## src/design/cak_consts.svh

```systemverilog
// Constants of the card authentication and key sequencer.
// Assumes inclusion by bare name from the design directory.
`ifndef CAK_CONSTS_SVH
`define CAK_CONSTS_SVH

// Host command codes
`define CAK_CMD_FIFO_KEY_LOAD 8'h19
`define CAK_CMD_AUTH_ONE 8'h0C
`define CAK_CMD_AUTH_TWO 8'h14

// Key buffer and FIFO key format
`define CAK_KEY_BITS 48
`define CAK_KEY_BYTES 7'h0C
`define CAK_KEY_LAST 4'hB
`define CAK_NIB_W 4

// Transfer lengths to the card
`define CAK_AUTH1_ARGS 7'h06
`define CAK_AUTH1_LAST 4'h5
`define CAK_AUTH2_LAST 4'h7

// Reset values
`define CAK_CNT_ZERO 4'h0
`define CAK_BYTE_ZERO 8'h00
`define CAK_KEY_ZERO 48'h0000_0000_0000

`endif

```

## src/design/cak_pkg.sv

```systemverilog
// Types of the card authentication and key sequencer.
// Assumes the constants header is on the include path.
`default_nettype none
`include "cak_consts.svh"

package cak_pkg;

  typedef enum logic [2:0] {
    CAK_IDLE     = 3'b000,
    CAK_KEY_WAIT = 3'b001,
    CAK_KEY_READ = 3'b010,
    CAK_A1_WAIT  = 3'b011,
    CAK_A1_POP   = 3'b100,
    CAK_TX_SEND  = 3'b101,
    CAK_RX_WAIT  = 3'b110
  } cak_state_t;

  typedef struct packed {
    cak_state_t st;
    logic [3:0] cnt;
    logic [`CAK_KEY_BITS-1:0] key;
    logic fmt_bad;
    logic phase2;
    logic auth1_ok;
    logic rd_en;
    logic tx_valid;
    logic [7:0] tx_data;
    logic busy;
    logic done;
    logic key_err;
    logic err;
    logic cipher_active;
    logic cipher_init;
  } cak_regs_t;

endpackage

`default_nettype wire

```

## src/design/cak_top.sv

```systemverilog
// Command sequencer for FIFO key load and two-part card authentication.
// Assumes FIFO head data is visible combinationally and popped by fifo_rd_en;
// the transceive engine and the stream cipher core run on ref_clk.
`timescale 1ns/100ps
`default_nettype none
`include "cak_consts.svh"

module cak_top (
  // Clock and reset
  input wire logic ref_clk,
  input wire logic rst,
  // Host command port
  input wire logic cmd_valid,
  input wire logic [7:0] cmd_code,
  input wire logic cipher_clr,
  input wire logic cipher_set_req,
  output logic busy,
  output logic cmd_done,
  output logic key_format_error,
  output logic primary_status_err,
  output logic cipher_active_bit,
  // FIFO read side
  input wire logic [6:0] fifo_count,
  input wire logic [7:0] fifo_data,
  output logic fifo_rd_en,
  // Transceive path to the card
  output logic tx_valid,
  output logic [7:0] tx_data,
  input wire logic tx_ready,
  input wire logic rx_end,
  input wire logic rx_err,
  // Stream cipher core
  input wire logic [7:0] ciph_tx_data,
  input wire logic ciph_reply_ok,
  output logic cipher_init,
  output logic [`CAK_KEY_BITS-1:0] cipher_key
);

  cak_pkg::cak_regs_t s_reg;
  cak_pkg::cak_regs_t s_next;
  logic nib_bad;
  logic reply_ok;

  ////////////////////////////////////////////////////////////////////////////
  // Next state

  always_comb begin
    s_next = s_reg;
    s_next.rd_en = 1'b0;
    s_next.done = 1'b0;
    s_next.cipher_init = 1'b0;
    nib_bad = (fifo_data[7:4] != ~fifo_data[3:0]);
    reply_ok = ciph_reply_ok & ~rx_err;
    // Host may only clear; a write of one is ignored
    if (cipher_clr) begin
      s_next.cipher_active = 1'b0;
    end
    case (s_reg.st)
      cak_pkg::CAK_IDLE: begin
        // Commands start only from the host port
        if (cmd_valid) begin
          s_next.cnt = `CAK_CNT_ZERO;
          case (cmd_code)
            `CAK_CMD_FIFO_KEY_LOAD: begin
              s_next.st = cak_pkg::CAK_KEY_WAIT;
              s_next.phase2 = 1'b0;
              s_next.busy = 1'b1;
              s_next.fmt_bad = 1'b0;
              s_next.key_err = 1'b0;
              s_next.err = 1'b0;
            end
            `CAK_CMD_AUTH_ONE: begin
              s_next.st = cak_pkg::CAK_A1_WAIT;
              s_next.busy = 1'b1;
              s_next.phase2 = 1'b0;
              s_next.auth1_ok = 1'b0;
              s_next.err = 1'b0;
              s_next.cipher_init = 1'b1;
            end
            `CAK_CMD_AUTH_TWO: begin
              // No host bytes; cipher core builds the frame
              s_next.st = cak_pkg::CAK_TX_SEND;
              s_next.busy = 1'b1;
              s_next.phase2 = 1'b1;
              s_next.err = 1'b0;
              s_next.tx_valid = 1'b1;
              s_next.tx_data = ciph_tx_data;
            end
            default: begin
              s_next.st = cak_pkg::CAK_IDLE;
            end
          endcase
        end
      end
      cak_pkg::CAK_KEY_WAIT: begin
        // Wait until all twelve key bytes sit in the FIFO
        if (fifo_count >= `CAK_KEY_BYTES) begin
          s_next.st = cak_pkg::CAK_KEY_READ;
          s_next.rd_en = 1'b1;
        end
      end
      cak_pkg::CAK_KEY_READ: begin
        // One nibble per byte, byte 0 lowest; upper nibble is its complement
        s_next.key[{s_reg.cnt, 2'h0} +: `CAK_NIB_W] = fifo_data[3:0];
        s_next.fmt_bad = s_reg.fmt_bad | nib_bad;
        s_next.cnt = s_reg.cnt + 4'h1;
        if (s_reg.cnt == `CAK_KEY_LAST) begin
          s_next.st = cak_pkg::CAK_IDLE;
          s_next.busy = 1'b0;
          s_next.done = 1'b1;
          s_next.key_err = s_reg.fmt_bad | nib_bad;
          s_next.err = s_reg.fmt_bad | nib_bad;
        end else begin
          s_next.rd_en = 1'b1;
        end
      end
      cak_pkg::CAK_A1_WAIT: begin
        if (fifo_count >= `CAK_AUTH1_ARGS) begin
          s_next.st = cak_pkg::CAK_A1_POP;
          s_next.rd_en = 1'b1;
        end
      end
      cak_pkg::CAK_A1_POP: begin
        s_next.st = cak_pkg::CAK_TX_SEND;
        s_next.tx_valid = 1'b1;
        s_next.tx_data = fifo_data;
      end
      cak_pkg::CAK_TX_SEND: begin
        if (tx_ready) begin
          s_next.tx_valid = 1'b0;
          s_next.cnt = s_reg.cnt + 4'h1;
          if (s_reg.cnt == (s_reg.phase2 ? `CAK_AUTH2_LAST : `CAK_AUTH1_LAST)) begin
            s_next.st = cak_pkg::CAK_RX_WAIT;
          end else if (s_reg.phase2) begin
            s_next.tx_valid = 1'b1;
            s_next.tx_data = ciph_tx_data;
          end else begin
            s_next.st = cak_pkg::CAK_A1_POP;
            s_next.rd_en = 1'b1;
          end
        end
      end
      cak_pkg::CAK_RX_WAIT: begin
        // Reply bytes go to the cipher core only, never to the host
        if (rx_end) begin
          s_next.st = cak_pkg::CAK_IDLE;
          s_next.busy = 1'b0;
          s_next.done = 1'b1;
          if (s_reg.phase2) begin
            // Set by success wins over a host clear
            s_next.cipher_active = reply_ok & s_reg.auth1_ok;
            s_next.auth1_ok = 1'b0;
            s_next.err = ~(reply_ok & s_reg.auth1_ok);
          end else begin
            s_next.auth1_ok = reply_ok;
            s_next.err = ~reply_ok;
          end
        end
      end
      default: begin
        s_next.st = cak_pkg::CAK_IDLE;
      end
    endcase
  end

  ////////////////////////////////////////////////////////////////////////////
  // State register

  always_ff @(posedge ref_clk) begin
    if (rst) begin
      s_reg.st <= cak_pkg::CAK_IDLE;
      s_reg.cnt <= `CAK_CNT_ZERO;
      s_reg.key <= `CAK_KEY_ZERO;
      s_reg.fmt_bad <= 1'b0;
      s_reg.phase2 <= 1'b0;
      s_reg.auth1_ok <= 1'b0;
      s_reg.rd_en <= 1'b0;
      s_reg.tx_valid <= 1'b0;
      s_reg.tx_data <= `CAK_BYTE_ZERO;
      s_reg.busy <= 1'b0;
      s_reg.done <= 1'b0;
      s_reg.key_err <= 1'b0;
      s_reg.err <= 1'b0;
      s_reg.cipher_active <= 1'b0;
      s_reg.cipher_init <= 1'b0;
    end else begin
      s_reg <= s_next;
    end
  end

  ////////////////////////////////////////////////////////////////////////////
  // Outputs

  assign busy = s_reg.busy;
  assign cmd_done = s_reg.done;
  assign key_format_error = s_reg.key_err;
  assign primary_status_err = s_reg.err;
  assign cipher_active_bit = s_reg.cipher_active;
  assign fifo_rd_en = s_reg.rd_en;
  assign tx_valid = s_reg.tx_valid;
  assign tx_data = s_reg.tx_data;
  assign cipher_init = s_reg.cipher_init;
  assign cipher_key = s_reg.key;

  ////////////////////////////////////////////////////////////////////////////
  // Assertions

  key_pop_count_a: assert property (@(posedge ref_clk) disable iff (rst)
    (s_reg.st == cak_pkg::CAK_KEY_WAIT && fifo_count >= `CAK_KEY_BYTES)
      |=> fifo_rd_en [*8] ##1 fifo_rd_en [*4] ##1 !fifo_rd_en)
    else $error("key load did not pop twelve bytes");

  key_wait_hold_a: assert property (@(posedge ref_clk) disable iff (rst)
    (s_reg.st == cak_pkg::CAK_KEY_WAIT && fifo_count < `CAK_KEY_BYTES) |=> !fifo_rd_en)
    else $error("key pop before twelve bytes present");

  key_err_flag_a: assert property (@(posedge ref_clk) disable iff (rst)
    (s_reg.st == cak_pkg::CAK_KEY_READ && s_reg.cnt == `CAK_KEY_LAST)
      |=> key_format_error == $past(s_reg.fmt_bad | nib_bad) && cmd_done && !busy)
    else $error("key format error flag wrong at key load end");

  summary_err_a: assert property (@(posedge ref_clk) disable iff (rst)
    $rose(key_format_error) |-> primary_status_err)
    else $error("key error without summary error");

  no_host_set_a: assert property (@(posedge ref_clk) disable iff (rst)
    $rose(cipher_active_bit) |-> $past(s_reg.st == cak_pkg::CAK_RX_WAIT && s_reg.phase2 && rx_end))
    else $error("cipher active set outside part two success");

  host_set_ignored_a: assert property (@(posedge ref_clk) disable iff (rst)
    (cipher_set_req && !cipher_active_bit && !(s_reg.st == cak_pkg::CAK_RX_WAIT && s_reg.phase2 && rx_end))
      |=> !cipher_active_bit)
    else $error("host write of one set cipher active");

  host_clear_a: assert property (@(posedge ref_clk) disable iff (rst)
    (cipher_clr && !(s_reg.st == cak_pkg::CAK_RX_WAIT && rx_end)) |=> !cipher_active_bit)
    else $error("host clear of cipher active ignored");

  auth2_result_a: assert property (@(posedge ref_clk) disable iff (rst)
    (s_reg.st == cak_pkg::CAK_RX_WAIT && s_reg.phase2 && rx_end)
      |=> cipher_active_bit == $past(reply_ok & s_reg.auth1_ok) && primary_status_err == !cipher_active_bit)
    else $error("part two result not reflected in cipher active");

  auth1_init_a: assert property (@(posedge ref_clk) disable iff (rst)
    (s_reg.st == cak_pkg::CAK_IDLE && cmd_valid && cmd_code == `CAK_CMD_AUTH_ONE)
      |=> cipher_init && busy ##1 !cipher_init)
    else $error("part one did not pulse cipher init");

  auth2_no_fifo_a: assert property (@(posedge ref_clk) disable iff (rst)
    (busy && s_reg.phase2) |-> !fifo_rd_en)
    else $error("part two read the FIFO");

  tx_stable_a: assert property (@(posedge ref_clk) disable iff (rst)
    (tx_valid && !tx_ready) |=> tx_valid && $stable(tx_data))
    else $error("transmit byte dropped before accept");

endmodule

`default_nettype wire

```

## config.mk

```make
export PLATFORM = sky130hd
export DESIGN_NAME = cak_top
export DESIGN_NICKNAME = d
export VERILOG_FILES = /design/src/design/cak_pkg.sv /design/src/design/cak_top.sv
export VERILOG_INCLUDE_DIRS = /design/src /design/src/design
export SDC_FILE = /design/constraint.sdc
export NUM_CORES = 1
export LEC_CHECK = 0
export BUFFER_PORTS_ARGS = -buffer_cell sky130_fd_sc_hd__buf_4
export CAP_MARGIN = 30
export CORE_ASPECT_RATIO = 1.25
export CORE_UTILIZATION = 50
export CTS_BUF_LIST = sky130_fd_sc_hd__clkbuf_8
export DETAILED_ROUTE_END_ITERATION = 10
export PLACE_DENSITY_LB_ADDON = 0.08
export SYNTH_ARGS = -nofsm -noshare
export SYNTH_HDL_FRONTEND = slang
export SYNTH_SLANG_ARGS = --single-unit
```

## constraint.sdc

```tcl
create_clock -name ref_clk -period 2.1 [get_ports ref_clk]
set_input_delay 0.105 -clock ref_clk [delete_from_list [all_inputs] [get_ports ref_clk]]
set_output_delay 0.105 -clock ref_clk [all_outputs]
set_load 0.1 [all_outputs]
```

Word-level counts from Yosys, hierarchy flattened
Cells that the tools add are included.
{ "classes": {"n_addsub": 2, "order_cmp": 2, "eq_ne": 25, "shifts": 2, "muxes": 47, "bitwise": 9, "n_reduce_logical": 19} }
{ "op_table": {"columns": ["operator", "count"], "rows": [
  ["$bwmux W48", 1],
  ["$shift A4 B8 Y48 const A", 1],
  ["$shiftx A4 B8 Y48", 1],
  ["$mux W10", 3],
  ["$pmux W9 S3", 1],
  ["$mux W3", 7],
  ["$pmux W3 S7", 1],
  ["$mux W9", 2],
  ["$ne A2 B2 Y1 const B", 9],
  ["$eq A8 B5 Y1 const B", 2],
  ["$mux W1", 15],
  ["$mux W7", 2],
  ["$pmux W4 S3", 1],
  ["$reduce_and A4 Y1", 3],
  ["$pmux W1 S2", 5],
  ["$eq A3 B3 Y1 const B", 3],
  ["$pmux W3 S3", 1],
  ["$reduce_and A3 Y1", 3],
  ["$reduce_bool A3 Y1", 3],
  ["$eq A8 B4 Y1 const B", 1],
  ["$mux W2", 4],
  ["$neg A6 Y8", 1],
  ["$ge A7 B3 Y1 const B", 1],
  ["$ge A7 B4 Y1 const B", 1],
  ["22 further kinds", 34]
]} }
{ "word_totals": {"ff_bits": 74, "input_bits": 40, "output_inout_bits": 64, "word_cells": 121} }

Logic depth before layout (Yosys ltp)
{ "depth": {"depth_word": 7, "ltp_mapped": 10, "ltp_nobuf": 7} }

Worst setup path after synthesis
No wires, ideal clock.
{ "synth_timing": {"kind": "register to register", "from": "reg s_reg[68] in the netlist's numbering", "to": "reg s_reg (netlist bit cipher_key[40])", "setup_ps": 128, "t_arrival_ps": 1936, "required_time_ps": 1972, "path_slack_ps": 37, "stages_incl_launch_ff": 10, "path_buffers": 2, "period_less_slack_ps": 2063, "path_cell_list": "dfxtp_1 -> clkbuf_1 -> inv_1 -> ha_1 -> xnor2_1 -> clkbuf_1 -> nand3_1 -> nor2_1 -> mux2i_1 -> nor2_1"} }
{ "synth_via": {"elab_chain_cells": 3, "word_cells_on_any_way": 4, "cone_classes": "1 x add/sub; 2 x shift; 1 x mux"} }
{ "synth_rtl": {"columns": ["item", "line", "source"], "rows": [
  ["start, declared", "cak_top.sv:39", "cak_pkg::cak_regs_t s_reg;"],
  ["start signal, assigned", "cak_top.sv:187", "s_reg <= s_next;"],
  ["$neg A6 Y8 (*)", "cak_top.sv:104", "s_next.key[{s_reg.cnt, 2'h0} +: `CAK_NIB_W] = fifo_data[3:0];"],
  ["$shiftx A4 B8 Y48 or $shift A4 B8 Y48 (tied branches)", "cak_top.sv:104", null],
  ["$bwmux W48 (*)", "cak_top.sv:104", null]
]} }
Every way passes the cells marked *; elsewhere a longest branch is shown, timed or not.
A chain may end at the register's enable or synchronous reset.

Worst setup path in the final report
{ "layout_timing": {"from": "reg s_reg[72] in the netlist's numbering", "to": "reg s_reg (netlist bit cipher_key[25])"} }
{ "layout_via": {"elab_chain_cells": 1} }
{ "layout_rtl": {"columns": ["item", "line", "source"], "rows": [
  ["$eq A3 B2 Y1", "cak_top.sv:58", "case (s_reg.st)"]
]} }
Every way passes these cells.

==> out/metrics.yaml <==
status:
  outcome: "completed"
timing:
  finClkSkew_ns: 0.007454
  max-slew-margin-rel_pct: 67.52
  hold_violations: 0
  tightest_slew_ns: 0.4853
  layout_worst_path_cycle_share_pct: 92.47
  worst_slack_on_hold_paths_ns: 0.03004
  slew_viol_final: 0
  finalCriticalPeriod_ns: 1.942
  timing.final.setup_violations: 0
  fmax_mhz: 515.0
power_and_ir_drop:
  power-per-cell-area_nw_per_um2: 651.4
  max-vdd-ir-drop_v: 0.0006381
  combinationalPowerShare_pct: 12.0
  static-leakage-power_nw: 2.155
  totalPowerFinal_mw: 3.122
  cell_internal_pwr_mw: 2.357
  switching_fraction_of_total_power_pct: 24.52
  share_seq_of_total_power_pct: 45.7
  clock_network_fraction_of_total_power_pct: 42.3
  power.switching_uw: 765.6
hold_path:
  holdCritPathClass: "in -> reg"
  timing.hold.worst_endpoint: "cipher_active_bit$_SDFF_PP0_"
  holdCritStartpoint: "cipher_clr"
  worst_hold_path.num_cells: 3
grt:
  grt_remaining_overflow: 0
  vias_in_the_first_global_route: 3068
  globalRouteTotalUtil_pct: 21.11
  gr-usage-met2_pct: 38.21
  busiest_layer: "met2"
  grt_max_degree: 42
  grt_util_met1_pct: 24.77
  number_of_antenna_violations_at_the_first_check_in_global_routing: 0
  global_route.usage.met3_pct: 4.884
  global_route_wire_length_before_repair_um: 14410
clock_tree:
  clock-sinks: 74
  worst_skew_pair_later_pin_latency_ns: 0.34
  tritoncts: "built"
  tritoncts.num_buffers: 9
  cts.clk_slew.worst_paths_ns: 0.08
  holdBufCountCts: 0
  clock-root-buffer: "sky130_fd_sc_hd__clkbuf_8"
  clock_tree.buffer_depth: 2
  cts_setup_buffers: 0
  number_of_gates_resized_after_cts: 0
  cts_max_level: 3
detailed_routing:
  final_antenna_net_count: 0
  first_iter_violations: 160
  num_vias: 3256
  detail_route.first_pass.iterations: 4
  drt-total-wl_um: 8780
  wl_per_cell_um: 14.23
  drc: 0
  viasPerCell: 5.277
yosys:
  synth_flop_cell: "sky130_fd_sc_hd__dfxtp_1"
  ys_async_sr_fraction_pct: 0
  synth.distinct_cells: 57
  ys_ff_latch: 74
  synth.cell_area_um2: 4090
  mappedNetlistNets: 521
  post_synth_inst_count: 477
  syn_area_per_cell_um2: 8.575
  yosysWarnings: 0
  synth_edf_count: 0
  yosysSeqAreaShare_pct: 36.22
cells_and_area:
  finish.utilization_pct: 60.81
  syn_to_final_growth_pct: 17.19
  multi_input_area_um2: 2023
  antenna_cells: 0
  final-instance-count-excl-fill: 617
  sequential_cell_area_um2: 1483
  stdcell_area_um2: 4793
  largest_register_ffs: 48
  final_layout_size_suffix_gt1_share_pct: 29.31
  finalNetCount: 561
  fillCellCount: 705
setup_path:
  crit_chain: "or3b_1 > a21oi_2 > and3_1 > mux2i_1 > nor2_1"
  end_kind: "register"
  reg2reg_from: "s_reg[72]$_SDFFE_PP0P_"
  timing.critical_path.arrival_ns: 2.15
  crit_fanout: 8
  critPathKind: "reg -> reg"
  cp_slowest_cell: "sky130_fd_sc_hd__or3b_1"
  worst_path_largest_cell_delay_ns: 0.47
  wp_data_required_ns: 2.31
  timing.reg2reg.setup_slack_ns: 0.16
  crit_path_start_kind: "register"
  rr_worst_depth: 5
  worst_r2r_endpoint: "cipher_key[25]$_SDFFE_PP0P_"
die:
  pin_count: 104
  start_util_pct: 51.89
  chipHeight_um: 103.1
  die_area_um2: 8548
  dieWidth_um: 82.90
  std_cell_rows: 36
  design.core.area_um2: 7883
placement:
  placed_cell_area_um2: 4531
  place.port_buffers: 101
  count_of_placed_standard_cells_including_taps: 601
  hpwlAfterDp_um: 6536
  gp_routability_congestion: 0.8569
run:
  maxCapViolations: 0
## synth_stat cells, drive strengths merged, types with 3 or more instances
library cell  number  area share, %
dfxtp             74             36
buf               69             12
nor2              68            6.4
mux2i             40            9.8
nand2             32            2.9
a21oi             25            3.2
clkbuf            19            1.7
and3              14            2.1
o21ai             14            1.8
and2              11            1.7
nand3             11            1.3
a211oi             8            1.6
nand2b             8            1.2
nand4              8            1.4
nand3b             7            1.6
nor3               7           0.86
xor2               7            1.5
inv                6           0.55
ha                 4            1.2
nor2b              4           0.61
xnor2              4           0.86
a311oi             3           0.64
nor4b              3            1.0
o211ai             3           0.67
or3                3           0.46
## metrics by stage
stage	TNS [ns]	setup WS (ns)
floorplan	0	0.03657
global placement	0	0.1630
detailed placement	0	0.1159
CTS	0	0.1036
global route	-0.004368	-0.004253
finish	0	0.1581
## power groups by stage
stage | clock, mW | sequential, mW | combinational, mW
floorplan | 0 | 1.47 | 0.229
global placement | 0 | 1.46 | 0.368
detailed placement | 0 | 1.46 | 0.371
CTS | 1.35 | 1.43 | 0.373
global route | 1.43 | 1.43 | 0.409
finish | 1.32 | 1.43 | 0.375
## worst max-delay path by stage
stage | from | to | cells after the start
floorplan | s_reg[68]$_SDFFE_PP0P_ | cipher_key[40]$_SDFFE_PP0P_ | 9
global placement | s_reg[73]$_SDFFE_PP0P_ | cipher_key[27]$_SDFFE_PP0P_ | 5
detailed placement | s_reg[69]$_SDFFE_PP0P_ | cipher_key[12]$_SDFFE_PP0P_ | 5
CTS | s_reg[67]$_SDFFE_PP0P_ | cipher_key[43]$_SDFFE_PP0P_ | 8
global route | s_reg[70]$_SDFFE_PP0P_ | cipher_key[27]$_SDFFE_PP0P_ | 5
finish | s_reg[72]$_SDFFE_PP0P_ | cipher_key[25]$_SDFFE_PP0P_ | 5
## per-layer routing
layer / up-vias / routed length (µm)
li1: 1663 / -
met4: 0 / 112
met1: 1495 / 3724
met2: 90 / 4551
met5: - / 0
met3: 8 / 391
## layout make-up
class                           instances  share of cell area, %
Sequential cell                        74                  30.93
Clock buffer                            9                  2.584
Timing Repair Buffer                  117                  18.85
Clock inverter                          7                  2.480
Tap cell                               95                  2.480
Multi-Input combinational cell        309                  42.21
Inverter                                6                 0.4699
## kinds of logic (layout without fill, tap and decap cells)
logic type	after synthesis	after routing	share of synthesized area [%]
compound gates	67	67	11.50
fa+ha+maj	4	4	1.224
simple gates	187	187	24.14
buf+inv	94	139	14.78
xor+xnor	11	11	2.355
flops	74	74	36.22
mux	40	40	9.789
## critical path: cells and delay by family (launching register included)
| kind | cells | cell delay (ns) |
|---|---|---|
| AOI/OAI and AO/OA | 1 | 0.26 |
| muxes | 1 | 0.22 |
| DFF | 1 | 0.46 |
| and+or+nand+nor | 3 | 0.88 |
## placed cells by master (no fill, tap or decap), types with 6 or more instances in the layout
master	instances
sky130_fd_sc_hd__nand4_1	7
sky130_fd_sc_hd__and2_1	11
sky130_fd_sc_hd__nand3b_1	6
sky130_fd_sc_hd__o21ai_0	13
sky130_fd_sc_hd__clkbuf_8	9
sky130_fd_sc_hd__nand2_1	32
sky130_fd_sc_hd__mux2i_1	40
sky130_fd_sc_hd__inv_1	7
sky130_fd_sc_hd__nand2b_1	8
sky130_fd_sc_hd__buf_4	115
sky130_fd_sc_hd__and3_1	12
sky130_fd_sc_hd__a21oi_1	24
sky130_fd_sc_hd__nor3_1	7
sky130_fd_sc_hd__dfxtp_1	73
sky130_fd_sc_hd__nor2_1	65
sky130_fd_sc_hd__xor2_1	7
sky130_fd_sc_hd__nand3_1	11
sky130_fd_sc_hd__a211oi_1	7
(Power assumes the default switching activity.)
